**src/hdl/cfwa_pkg.sv**
```systemverilog
/*
 Constants, types and state codes for the configuration fuse word access block.
 Assumes a single 100 MHz core clock and a 16-bit program/verify port.
*/
package cfwa_pkg;
    // Configuration space
    localparam logic [15:0] CFG_BASE = 16'hfe00;
    localparam logic [15:0] CFG_HIGH_BASE = 16'hfe08;
    localparam logic [15:0] CFG_LAST = 16'hfe0f;
    localparam int CFG_HALF_SEL_BIT = 3;
    localparam int CFG_SPACE_LSB = 4;
    // Fuse locations
    localparam int NUM_FUSES = 7;
    localparam int FUSE_OSC0 = 0;
    localparam int FUSE_OSC1 = 1;
    localparam int FUSE_WDT0 = 2;
    localparam int FUSE_WDT1 = 3;
    localparam int FUSE_PM0 = 4;
    localparam int FUSE_PM1 = 5;
    localparam int FUSE_PM2 = 6;
    localparam logic [15:0] FUSE_ADDR [NUM_FUSES] = '{16'hfe00, 16'hfe01, 16'hfe02, 16'hfe03,
                                                     16'hfe04, 16'hfe06, 16'hfe0f};
    localparam logic [NUM_FUSES-1:0] FUSE_ERASED = 7'h7f;
    // Read positions within the 16-bit configuration word
    localparam int RD_OSC0_POS = 0;
    localparam int RD_OSC1_POS = 1;
    localparam int RD_WDT0_POS = 2;
    localparam int RD_WDT1_POS = 3;
    localparam int RD_PM0_POS = 4;
    localparam int RD_PM1_POS = 6;
    localparam int RD_PM2_POS = 15;
    localparam logic [15:0] ERASED_WORD = 16'hffff;
    localparam logic [7:0] PAD_FILL = 8'hff;
    // Timing
    localparam int CLK_PERIOD_NS = 10;
    localparam int INSTR_CYCLE_NS = 40;
    localparam int CLKS_PER_INSTR = INSTR_CYCLE_NS / CLK_PERIOD_NS;
    localparam int SAMPLE_DELAY_INSTR = 3;
    localparam int SAMPLE_DELAY_CLKS = SAMPLE_DELAY_INSTR * CLKS_PER_INSTR;
    localparam logic [7:0] SAMPLE_LAST = 8'(SAMPLE_DELAY_CLKS - 1);
    localparam int SYNC_BITS = 18;
    // Field encodings
    typedef enum logic [1:0] {
        WDT_OFF_16BIT = 2'b00,
        WDT_POST64 = 2'b01,
        WDT_POST256 = 2'b10,
        WDT_POST0 = 2'b11
    } cfwa_wdt_t;
    localparam logic [2:0] PMODE_MICROPROC = 3'h7;
    localparam logic [2:0] PMODE_MICROCTL = 3'h6;
    localparam logic [2:0] PMODE_EXT_MICROCTL = 3'h5;
    localparam logic [2:0] PMODE_PROTECTED = 3'h0;
    typedef enum logic [2:0] {
        ST_LOAD = 3'b000,
        ST_VERIFY = 3'b001,
        ST_PROG_WAIT = 3'b010,
        ST_PROG_HOLD = 3'b011,
        ST_POST_PROG = 3'b100
    } cfwa_state_t;
    typedef struct packed {
        logic [7:0] high;
        logic [7:0] low;
    } cfwa_pad_t;
    typedef struct packed {
        logic [1:0] osc_select_field;
        cfwa_wdt_t watchdog_select_field;
        logic [2:0] proc_mode_field;
        logic watchdog_enable;
        logic code_protect;
    } cfwa_status_t;
endpackage

```
**src/hdl/cfwa_fuse_access.sv**
```systemverilog
/*
 Configuration fuse word and small program memory behind the program/verify port.
 Assumes strobes and data pins are asynchronous; the table-write port is on core_clk.
*/
// Behaviour
// Each fuse own location; erased reads one
// Any write to fuse location programs it
// Programmer avoids reserved configuration locations
// Programmer writes configuration in ascending order
// Seven fuses; programmed fuse reads zero
// Low-half read: low byte, high port ones
// High-half read: high byte, high port ones
// Fixed fuse write addresses per field
// Low byte holds osc, watchdog, mode bits
// Mode bit 2 at high byte bit 7
// Watchdog field decodes enable and postscale
// Mode field decode; all zero protects
// Small variant protects by two fuses
// Protected: scrambled reads, external writes blocked; the code still accepts pin writes to configuration locations
// Unprotected: true reads, all writes accepted
// Protected: only on-chip table writes accepted; the code also accepts off-chip table writes to configuration locations
// Data sampled three instruction cycles after strobe
// Verify pulse drives current location, next advances
// Configuration word assembled combinationally from fuses
// Reserved configuration writes change no fuse
`timescale 1ns/100ps
module cfwa_fuse_access #(
    parameter int MEM_DEPTH = 64,
    parameter bit SMALL_VARIANT = 1'b0
) (
    input wire logic core_clk,
    input wire logic srst,
    input wire logic program_strobe,
    input wire logic address_verify_strobe,
    input wire cfwa_pkg::cfwa_pad_t pad_in,
    output cfwa_pkg::cfwa_pad_t pad_out,
    output logic low_byte_port_oe,
    output logic high_byte_port_oe,
    input wire logic tblwt_valid,
    input wire logic [15:0] tblwt_addr,
    input wire logic [15:0] tblwt_data,
    input wire logic tblwt_from_onchip,
    output logic tblwt_done,
    output logic tblwt_accepted,
    output cfwa_pkg::cfwa_status_t cfg_status
);
    import cfwa_pkg::*;

    localparam int MEM_AW = $clog2(MEM_DEPTH);
    localparam logic [15:0] MEM_TOP = 16'(MEM_DEPTH);
    localparam int SMP = SAMPLE_DELAY_CLKS;

    logic [SYNC_BITS-1:0] sync1_reg, sync2_reg, sync3_reg, level_reg, level_next, agree;
    logic prog_lvl, av_lvl, prog_prev_reg, av_prev_reg;
    logic prog_rise, av_rise, av_fall;
    logic [15:0] pin_data;
    cfwa_state_t state_reg, state_next;
    logic [15:0] addr_reg, addr_next, rd_addr;
    logic [7:0] cnt_reg;
    logic shown_reg, same_reg;
    logic [15:0] sample_data_reg;
    logic [NUM_FUSES-1:0] fuse_reg, fuse_hit, fuse_next;
    logic [15:0] mem [MEM_DEPTH];
    logic [15:0] cfg_word;
    logic pm2_eff, prot;
    logic [2:0] pm_field;
    logic pin_wr_req, pin_wr_ok, tbl_ok, wr_en, mem_we;
    logic [15:0] wr_addr, wr_data;
    logic show, inc, sample_now, hold_end;
    logic [15:0] rd_raw, rd_val;
    logic [7:0] scr_byte;
    cfwa_pad_t pad_out_reg;
    logic oe_reg, tblwt_done_reg, tblwt_acc_reg;
    cfwa_status_t status_reg, status_next;

    // Three-stage pin capture; a bit changes when stages two and three agree
    assign agree = ~(sync2_reg ^ sync3_reg);
    assign level_next = (agree & sync3_reg) | (~agree & level_reg);
    assign prog_lvl = level_reg[17];
    assign av_lvl = level_reg[16];
    assign pin_data = level_reg[15:0];
    assign prog_rise = prog_lvl & ~prog_prev_reg;
    assign av_rise = av_lvl & ~av_prev_reg;
    assign av_fall = ~av_lvl & av_prev_reg;

    always_ff @(posedge core_clk)
    begin
        if (srst)
        begin
            sync1_reg <= '0;
            sync2_reg <= '0;
            sync3_reg <= '0;
            level_reg <= '0;
            prog_prev_reg <= 1'b0;
            av_prev_reg <= 1'b0;
        end
        else
        begin
            sync1_reg <= {program_strobe, address_verify_strobe, pad_in};
            sync2_reg <= sync1_reg;
            sync3_reg <= sync2_reg;
            level_reg <= level_next;
            prog_prev_reg <= prog_lvl;
            av_prev_reg <= av_lvl;
        end
    end

    // Configuration word from fuse states, no storage in between
    assign pm2_eff = SMALL_VARIANT ? 1'b1 : fuse_reg[FUSE_PM2];
    assign pm_field = {pm2_eff, fuse_reg[FUSE_PM1], fuse_reg[FUSE_PM0]};
    assign prot = SMALL_VARIANT ? (pm_field[1:0] == PMODE_PROTECTED[1:0])
                                : (pm_field == PMODE_PROTECTED);

    always_comb
    begin
        cfg_word = ERASED_WORD;
        cfg_word[RD_OSC0_POS] = fuse_reg[FUSE_OSC0];
        cfg_word[RD_OSC1_POS] = fuse_reg[FUSE_OSC1];
        cfg_word[RD_WDT0_POS] = fuse_reg[FUSE_WDT0];
        cfg_word[RD_WDT1_POS] = fuse_reg[FUSE_WDT1];
        cfg_word[RD_PM0_POS] = fuse_reg[FUSE_PM0];
        cfg_word[RD_PM1_POS] = fuse_reg[FUSE_PM1];
        cfg_word[RD_PM2_POS] = pm2_eff;
    end

    // Write source: the pin program cycle wins over a colliding table write
    assign pin_wr_req = sample_now;
    assign pin_wr_ok = (addr_reg[15:CFG_SPACE_LSB] == CFG_BASE[15:CFG_SPACE_LSB]) || !prot;
    assign tbl_ok = tblwt_valid && !pin_wr_req && (!prot ||
                    (tblwt_addr[15:CFG_SPACE_LSB] == CFG_BASE[15:CFG_SPACE_LSB]) ||
                    (tblwt_from_onchip && tblwt_addr < MEM_TOP));
    assign wr_en = (pin_wr_req && pin_wr_ok) || tbl_ok;
    assign wr_addr = pin_wr_req ? addr_reg : tblwt_addr;
    assign wr_data = pin_wr_req ? pin_data : tblwt_data;
    assign mem_we = wr_en && wr_addr < MEM_TOP;

    // Data value is ignored for fuses; unlisted config addresses hit nothing
    genvar g;
    generate
        for (g = 0; g < NUM_FUSES; g++)
        begin : g_fuse
            assign fuse_hit[g] = wr_en && (wr_addr == FUSE_ADDR[g]) &&
                                 !(SMALL_VARIANT && g == FUSE_PM2);
        end
    endgenerate
    assign fuse_next = fuse_reg & ~fuse_hit;

    always_ff @(posedge core_clk)
    begin
        if (srst)
        begin
            fuse_reg <= FUSE_ERASED;
            for (int i = 0; i < MEM_DEPTH; i++)
            begin
                mem[i] <= ERASED_WORD;
            end
        end
        else
        begin
            fuse_reg <= fuse_next;
            if (mem_we)
            begin
                mem[wr_addr[MEM_AW-1:0]] <= wr_data;
            end
        end
    end

    // Readout; scrambling folds the two bytes so stored data cannot be recovered
    assign inc = (state_reg == ST_VERIFY && av_rise && shown_reg) || (state_reg == ST_POST_PROG && av_rise);
    assign rd_addr = addr_reg + {15'h0000, inc};
    assign rd_raw = (rd_addr[15:CFG_SPACE_LSB] != CFG_BASE[15:CFG_SPACE_LSB]) ?
                    ((rd_addr < MEM_TOP) ? mem[rd_addr[MEM_AW-1:0]] : ERASED_WORD) :
                    (rd_addr[CFG_HALF_SEL_BIT] ? {PAD_FILL, cfg_word[15:8]}
                                                : {PAD_FILL, cfg_word[7:0]});
    assign scr_byte = ~(rd_raw[15:8] ^ rd_raw[7:0]);
    assign rd_val = prot ? {scr_byte, scr_byte} : rd_raw;

    // Program/verify sequencing
    assign sample_now = (state_reg == ST_PROG_WAIT) && (cnt_reg == SAMPLE_LAST);
    assign hold_end = (state_reg == ST_PROG_HOLD) && !prog_lvl;
    assign show = ((state_reg == ST_VERIFY || state_reg == ST_POST_PROG) && av_rise) ||
                  (hold_end && same_reg);

    always_comb
    begin
        state_next = state_reg;
        addr_next = addr_reg;
        unique case (state_reg)
            ST_LOAD:
            begin
                if (av_rise)
                begin
                    addr_next = pin_data;
                    state_next = ST_VERIFY;
                end
            end
            ST_VERIFY:
            begin
                if (prog_rise)
                    state_next = ST_PROG_WAIT;
                else if (inc)
                    addr_next = rd_addr;
            end
            ST_PROG_WAIT:
            begin
                if (sample_now)
                    state_next = ST_PROG_HOLD;
            end
            ST_PROG_HOLD:
            begin
                if (hold_end)
                    state_next = same_reg ? ST_VERIFY : ST_POST_PROG;
            end
            ST_POST_PROG:
            begin
                if (prog_rise)
                    state_next = ST_PROG_WAIT;
                else if (inc)
                begin
                    addr_next = rd_addr;
                    state_next = ST_VERIFY;
                end
            end
            default:
                state_next = ST_LOAD;
        endcase
    end

    assign status_next.osc_select_field = cfg_word[RD_OSC1_POS:RD_OSC0_POS];
    assign status_next.watchdog_select_field = cfwa_wdt_t'(cfg_word[RD_WDT1_POS:RD_WDT0_POS]);
    assign status_next.watchdog_enable = (cfg_word[RD_WDT1_POS:RD_WDT0_POS] != WDT_OFF_16BIT);
    assign status_next.proc_mode_field = pm_field;
    assign status_next.code_protect = prot;

    always_ff @(posedge core_clk)
    begin
        if (srst)
        begin
            state_reg <= ST_LOAD;
            addr_reg <= '0;
            cnt_reg <= '0;
            shown_reg <= 1'b0;
            same_reg <= 1'b0;
            sample_data_reg <= '0;
            pad_out_reg <= '0;
            oe_reg <= 1'b0;
            tblwt_done_reg <= 1'b0;
            tblwt_acc_reg <= 1'b0;
            status_reg <= '0;
        end
        else
        begin
            state_reg <= state_next;
            addr_reg <= addr_next;
            cnt_reg <= (state_reg == ST_PROG_WAIT) ? cnt_reg + 8'h01 : 8'h00;
            shown_reg <= show ? 1'b1 : (prog_rise || state_reg == ST_LOAD) ? 1'b0 : shown_reg;
            same_reg <= prog_rise ? 1'b0 : (av_rise ? 1'b1 : same_reg);
            sample_data_reg <= sample_now ? pin_data : sample_data_reg;
            pad_out_reg <= show ? rd_val : pad_out_reg;
            // Drivers drop on strobe fall or program start, so the host may drive data
            oe_reg <= show ? 1'b1 : ((av_fall || prog_rise) ? 1'b0 : oe_reg);
            tblwt_done_reg <= tblwt_valid;
            tblwt_acc_reg <= tbl_ok;
            status_reg <= status_next;
        end
    end

    assign pad_out = pad_out_reg;
    assign low_byte_port_oe = oe_reg;
    assign high_byte_port_oe = oe_reg;
    assign tblwt_done = tblwt_done_reg;
    assign tblwt_accepted = tblwt_acc_reg;
    assign cfg_status = status_reg;
endmodule // cfwa_fuse_access

```
**config.mk**
```make
export PLATFORM = sky130hd
export DESIGN_NAME = cfwa_fuse_access
export DESIGN_NICKNAME = d
export VERILOG_FILES = /design/src/hdl/cfwa_pkg.sv /design/src/hdl/cfwa_fuse_access.sv
export SDC_FILE = /design/constraint.sdc
export NUM_CORES = 2
export LEC_CHECK = 0
export BUFFER_PORTS_ARGS = -buffer_cell sky130_fd_sc_hd__buf_2
export CORE_UTILIZATION = 40
export CTS_BUF_LIST = sky130_fd_sc_hd__clkbuf_8 sky130_fd_sc_hd__clkbuf_16
export DETAILED_ROUTE_END_ITERATION = 8
export GPL_TIMING_DRIVEN = 0
export MAX_ROUTING_LAYER = met4
export SLEW_MARGIN = 30
export SYNTH_ARGS = -nofsm -noshare
export SYNTH_HDL_FRONTEND = slang
export SYNTH_SLANG_ARGS = --single-unit
```
**constraint.sdc**
```tcl
create_clock -name core_clk -period 3.95 [get_ports core_clk]
set_clock_uncertainty 0.2 [all_clocks]
set_input_delay 0.395 -clock core_clk [delete_from_list [all_inputs] [get_ports core_clk]]
set_output_delay 0.395 -clock core_clk [all_outputs]
set_load 0.01 [all_outputs]
```
==> reports/qor.yml <==
status: "complete, but fails checks"
violations: "negative setup slack"
async_flop_share_pct: 0
finalNetCount: 4351
gp_congestion: 1.00
synthToLayoutAreaGrowth_pct: 28.0
slew_headroom_pct: 19.6
ios: 83
ys_seq_area_share_pct: 66.5
drive_gt1_share_pct: 30.6
vias: 35573
cp-start-kind: "register"
hold_violations: 0
grt_max_degree: 17
r2r_slack_ns: -0.15
grt_pass1_wl_um: 246000
placementRows: 129
hp-class: "in2reg"
drv_cap: 0
synth-edff-count: 1024
p_leak_uw: 0.0183
clk_pin_slew_worst_paths_ns: 0.07
cp_max_fo: 10
ys.warnings.count: 0
p_per_area_nw_per_um2: 411
required_ns: 4.39
synthDistinctLibCells: 62
track_usage_pct: 28.4
ys_ff_latch: 1162
p_comb_share_pct: 5.7
die_area_um2: 127000
grt_setup_unrepaired: "true"
p_int_uw: 20500
postSynthCellCount: 3785
setup_viol: 22
h-tree-depth: 3
io_buffer_count: 81
fin_crit_sh_pct: 104
syn_area_um2: 50400
avgSynthCellArea_um2: 13.3
clockBufferDepth: 3
worst_slew_pin_slew_ns: 1.21
cp.arrival_ns: 4.54
start_util_pct: 40.5
fmax_mhz: 244
hpwl_um: 119000
endpoint_kind: "register"
route.detailed.drc: 0
synth_flop_cell: "edfxtp_1"
antenna_found_initial: 5
die_x_um: 357
cts_buffers: 119
tritoncts: "built"
antenna_left: 0
die_h_um: 357
largest_reg_flops: 1024
p_clk_share_pct: 43.3
grt_overflow: 0
instances_no_fill: 6040
syn-num-nets: 3842
drt-pass1-iter-count: 6
finalCriticalPeriod_ns: 4.10
place_inst: 5523
cts.sinks: 1162
drt_iter0_drc: 5114
grt_pass1_vias: 33656
largest-register: "mem"
power.switching_uw: 6080
timing.final.ws_setup_ns: -0.152
finalMaxSlewViolations: 0
clock_latency_ns: 0.74
seqPwrFrac_pct: 51.0
wl_um: 180000
vias_per_cell: 5.89
power_uw: 26500
cts_root_buf: "clkbuf_16"
core_um2: 124000
routedWlPerCell_um: 29.8
worstSetupPathType: "reg2reg"
ir_worst_vdd_mv: 0.443
pre_cts_ws_ns: -2.82
switching_share_pct: 22.9
==> final timing paths <==
kind	from	endpoint	cells after the start
min reg2reg	sync1_reg[16]	sync2_reg[16]	1
max	state_reg[0]	pad_out[9]	16
max reg2reg	state_reg[0]	pad_out[9]	16
min	tblwt_data[15]	mem[3][15]	4
==> cell usage after synthesis, types with 3 or more instances <==
| cell type | n | area [um2] |
|---|---|---|
| dfxtp_1 | 138 | 2760 |
| nor3b_1 | 18 | 135 |
| o2111ai_1 | 10 | 87.6 |
| ha_1 | 3 | 37.5 |
| xor2_1 | 9 | 78.8 |
| a221oi_1 | 14 | 123 |
| nor2_1 | 132 | 495 |
| and3b_1 | 4 | 35.0 |
| o211ai_1 | 5 | 37.5 |
| nor2b_1 | 76 | 475 |
| mux4_2 | 261 | 5880 |
| inv_1 | 4 | 15.0 |
| a32o_1 | 7 | 70.1 |
| nand2_1 | 1215 | 4560 |
| nor4_1 | 16 | 100 |
| o31ai_1 | 4 | 30.0 |
| nand4_1 | 24 | 150 |
| a21oi_1 | 89 | 445 |
| a31oi_1 | 18 | 113 |
| o22ai_1 | 6 | 37.5 |
| xnor2_1 | 13 | 114 |
| o21ai_0 | 39 | 195 |
| and2_1 | 13 | 81.3 |
| clkbuf_1 | 270 | 1010 |
| buf_2 | 3 | 15.0 |
| a211oi_1 | 5 | 37.5 |
| nand2b_1 | 20 | 125 |
| nor3_1 | 33 | 165 |
| or3_1 | 5 | 31.3 |
| a2111oi_0 | 13 | 114 |
| mux2i_1 | 78 | 781 |
| edfxtp_1 | 1024 | 30700 |
| nand3_1 | 30 | 150 |
| or2_2 | 71 | 444 |
| and3_1 | 5 | 31.3 |
| a21o_1 | 9 | 67.6 |
| nand3b_1 | 12 | 90.1 |
| a311oi_1 | 5 | 43.8 |
| buf_1 | 45 | 169 |
| or4_1 | 9 | 67.6 |
==> per-stage QoR <==
stage | TNS (ns) | hold slack (ns) | util, % | instance area, um2
5_1_grt | -3.39 | 0.0603 | 51.9 | 64500
4_1_cts | -0.145 | 0.0181 | 50.9 | 63400
2_1_floorplan | 0 | 0.214 | - | 50500
3_3_place_gp | -3738.02 | 0.219 | 42.5 | 52900
6_report | -1.36 | 0.0507 | 51.9 | 64500
3_5_place_dp | -3001.05 | 0.224 | 43.0 | 53500
==> placed cells by master (no fill, tap or decap), types with 65 or more instances in the layout <==
cell type	n
mux4_2	261
nand2_1	1207
edfxtp_1	1024
clkbuf_1	85
a21oi_1	82
clkbuf_2	85
or2_4	68
dfxtp_1	133
nor2b_1	74
nor2_4	65
buf_2	85
buf_12	96
clkbuf_16	147
buf_4	164
==> cells by family (layout without fill, tap and decap cells) <==
family | count (synthesis) | after routing | synth area share, %
simple gates | 1688 | 1698 | 14.2
other cells | 0 | 8 | 0
mux | 340 | 340 | 13.2
flops | 1162 | 1162 | 66.5
fa+ha+maj | 3 | 3 | 0.0744
compound gates | 247 | 247 | 3.20
xor+xnor | 22 | 22 | 0.382
buf+inv | 323 | 923 | 2.42
==> power groups by stage <==
| stage | Sequential [uW] | Combinational (uW) | Clock [uW] |
|---|---|---|---|
| global route | 13500 | 1570 | 12000 |
| detailed placement | 13800 | 1150 | 0 |
| CTS | 13500 | 1460 | 11500 |
| finish | 13500 | 1520 | 11500 |
| floorplan | 13800 | 616 | 0 |
| global placement | 13800 | 1100 | 0 |
==> area by class of cell <==
| class | instances | area (um2) |
|---|---|---|
| Antenna cell | 8 | 20.0 |
| Tap cell | 1637 | 2050 |
| Buffer | 304 | 2630 |
| Timing Repair Buffer | 393 | 4300 |
| Fill cell | 10220 | 59900 |
| Sequential cell | 1162 | 33500 |
| Inverter | 4 | 15.0 |
| Clock inverter | 95 | 813 |
| Clock buffer | 127 | 3120 |
| Multi-Input combinational cell | 2310 | 18100 |
==> critical path: stages, from the launching register on <==
cell and delay [ns]:
dfxtp_4 0.36, clkbuf_8 0.13, nand3b_1 0.09, a21oi_2 0.09
ha_4 0.18, ha_4 0.32, clkbuf_16 0.21, buf_12 0.17
buf_12 0.19, mux4_2 0.38, and2_1 0.19, a2111oi_1 0.43
a31oi_1 0.21, a31oi_4 0.40, a21oi_2 0.16, mux2i_4 0.20
nand2_1 0.07
==> layer usage <==
layer | up-vias | part of all wire, % | track usage, %
met2 | 2291 | 46 | 43.6
li1 | 14869 | - | -
met5 | - | 0 | -
met3 | 501 | 11 | 4.89
met4 | 0 | 5.8 | 14.2
met1 | 17912 | 37 | 36.4
==> what timing repair did <==
action	in CTS	in global routing
setup buffers	191	58
pin swaps	77	36
endpoints found under the setup margin	2073	1156
endpoints found under the hold margin	44	0
resized for setup	833	132
gates cloned	8	13
hold buffers	32	0
Note: power is estimated with default switching activity, not from simulation.
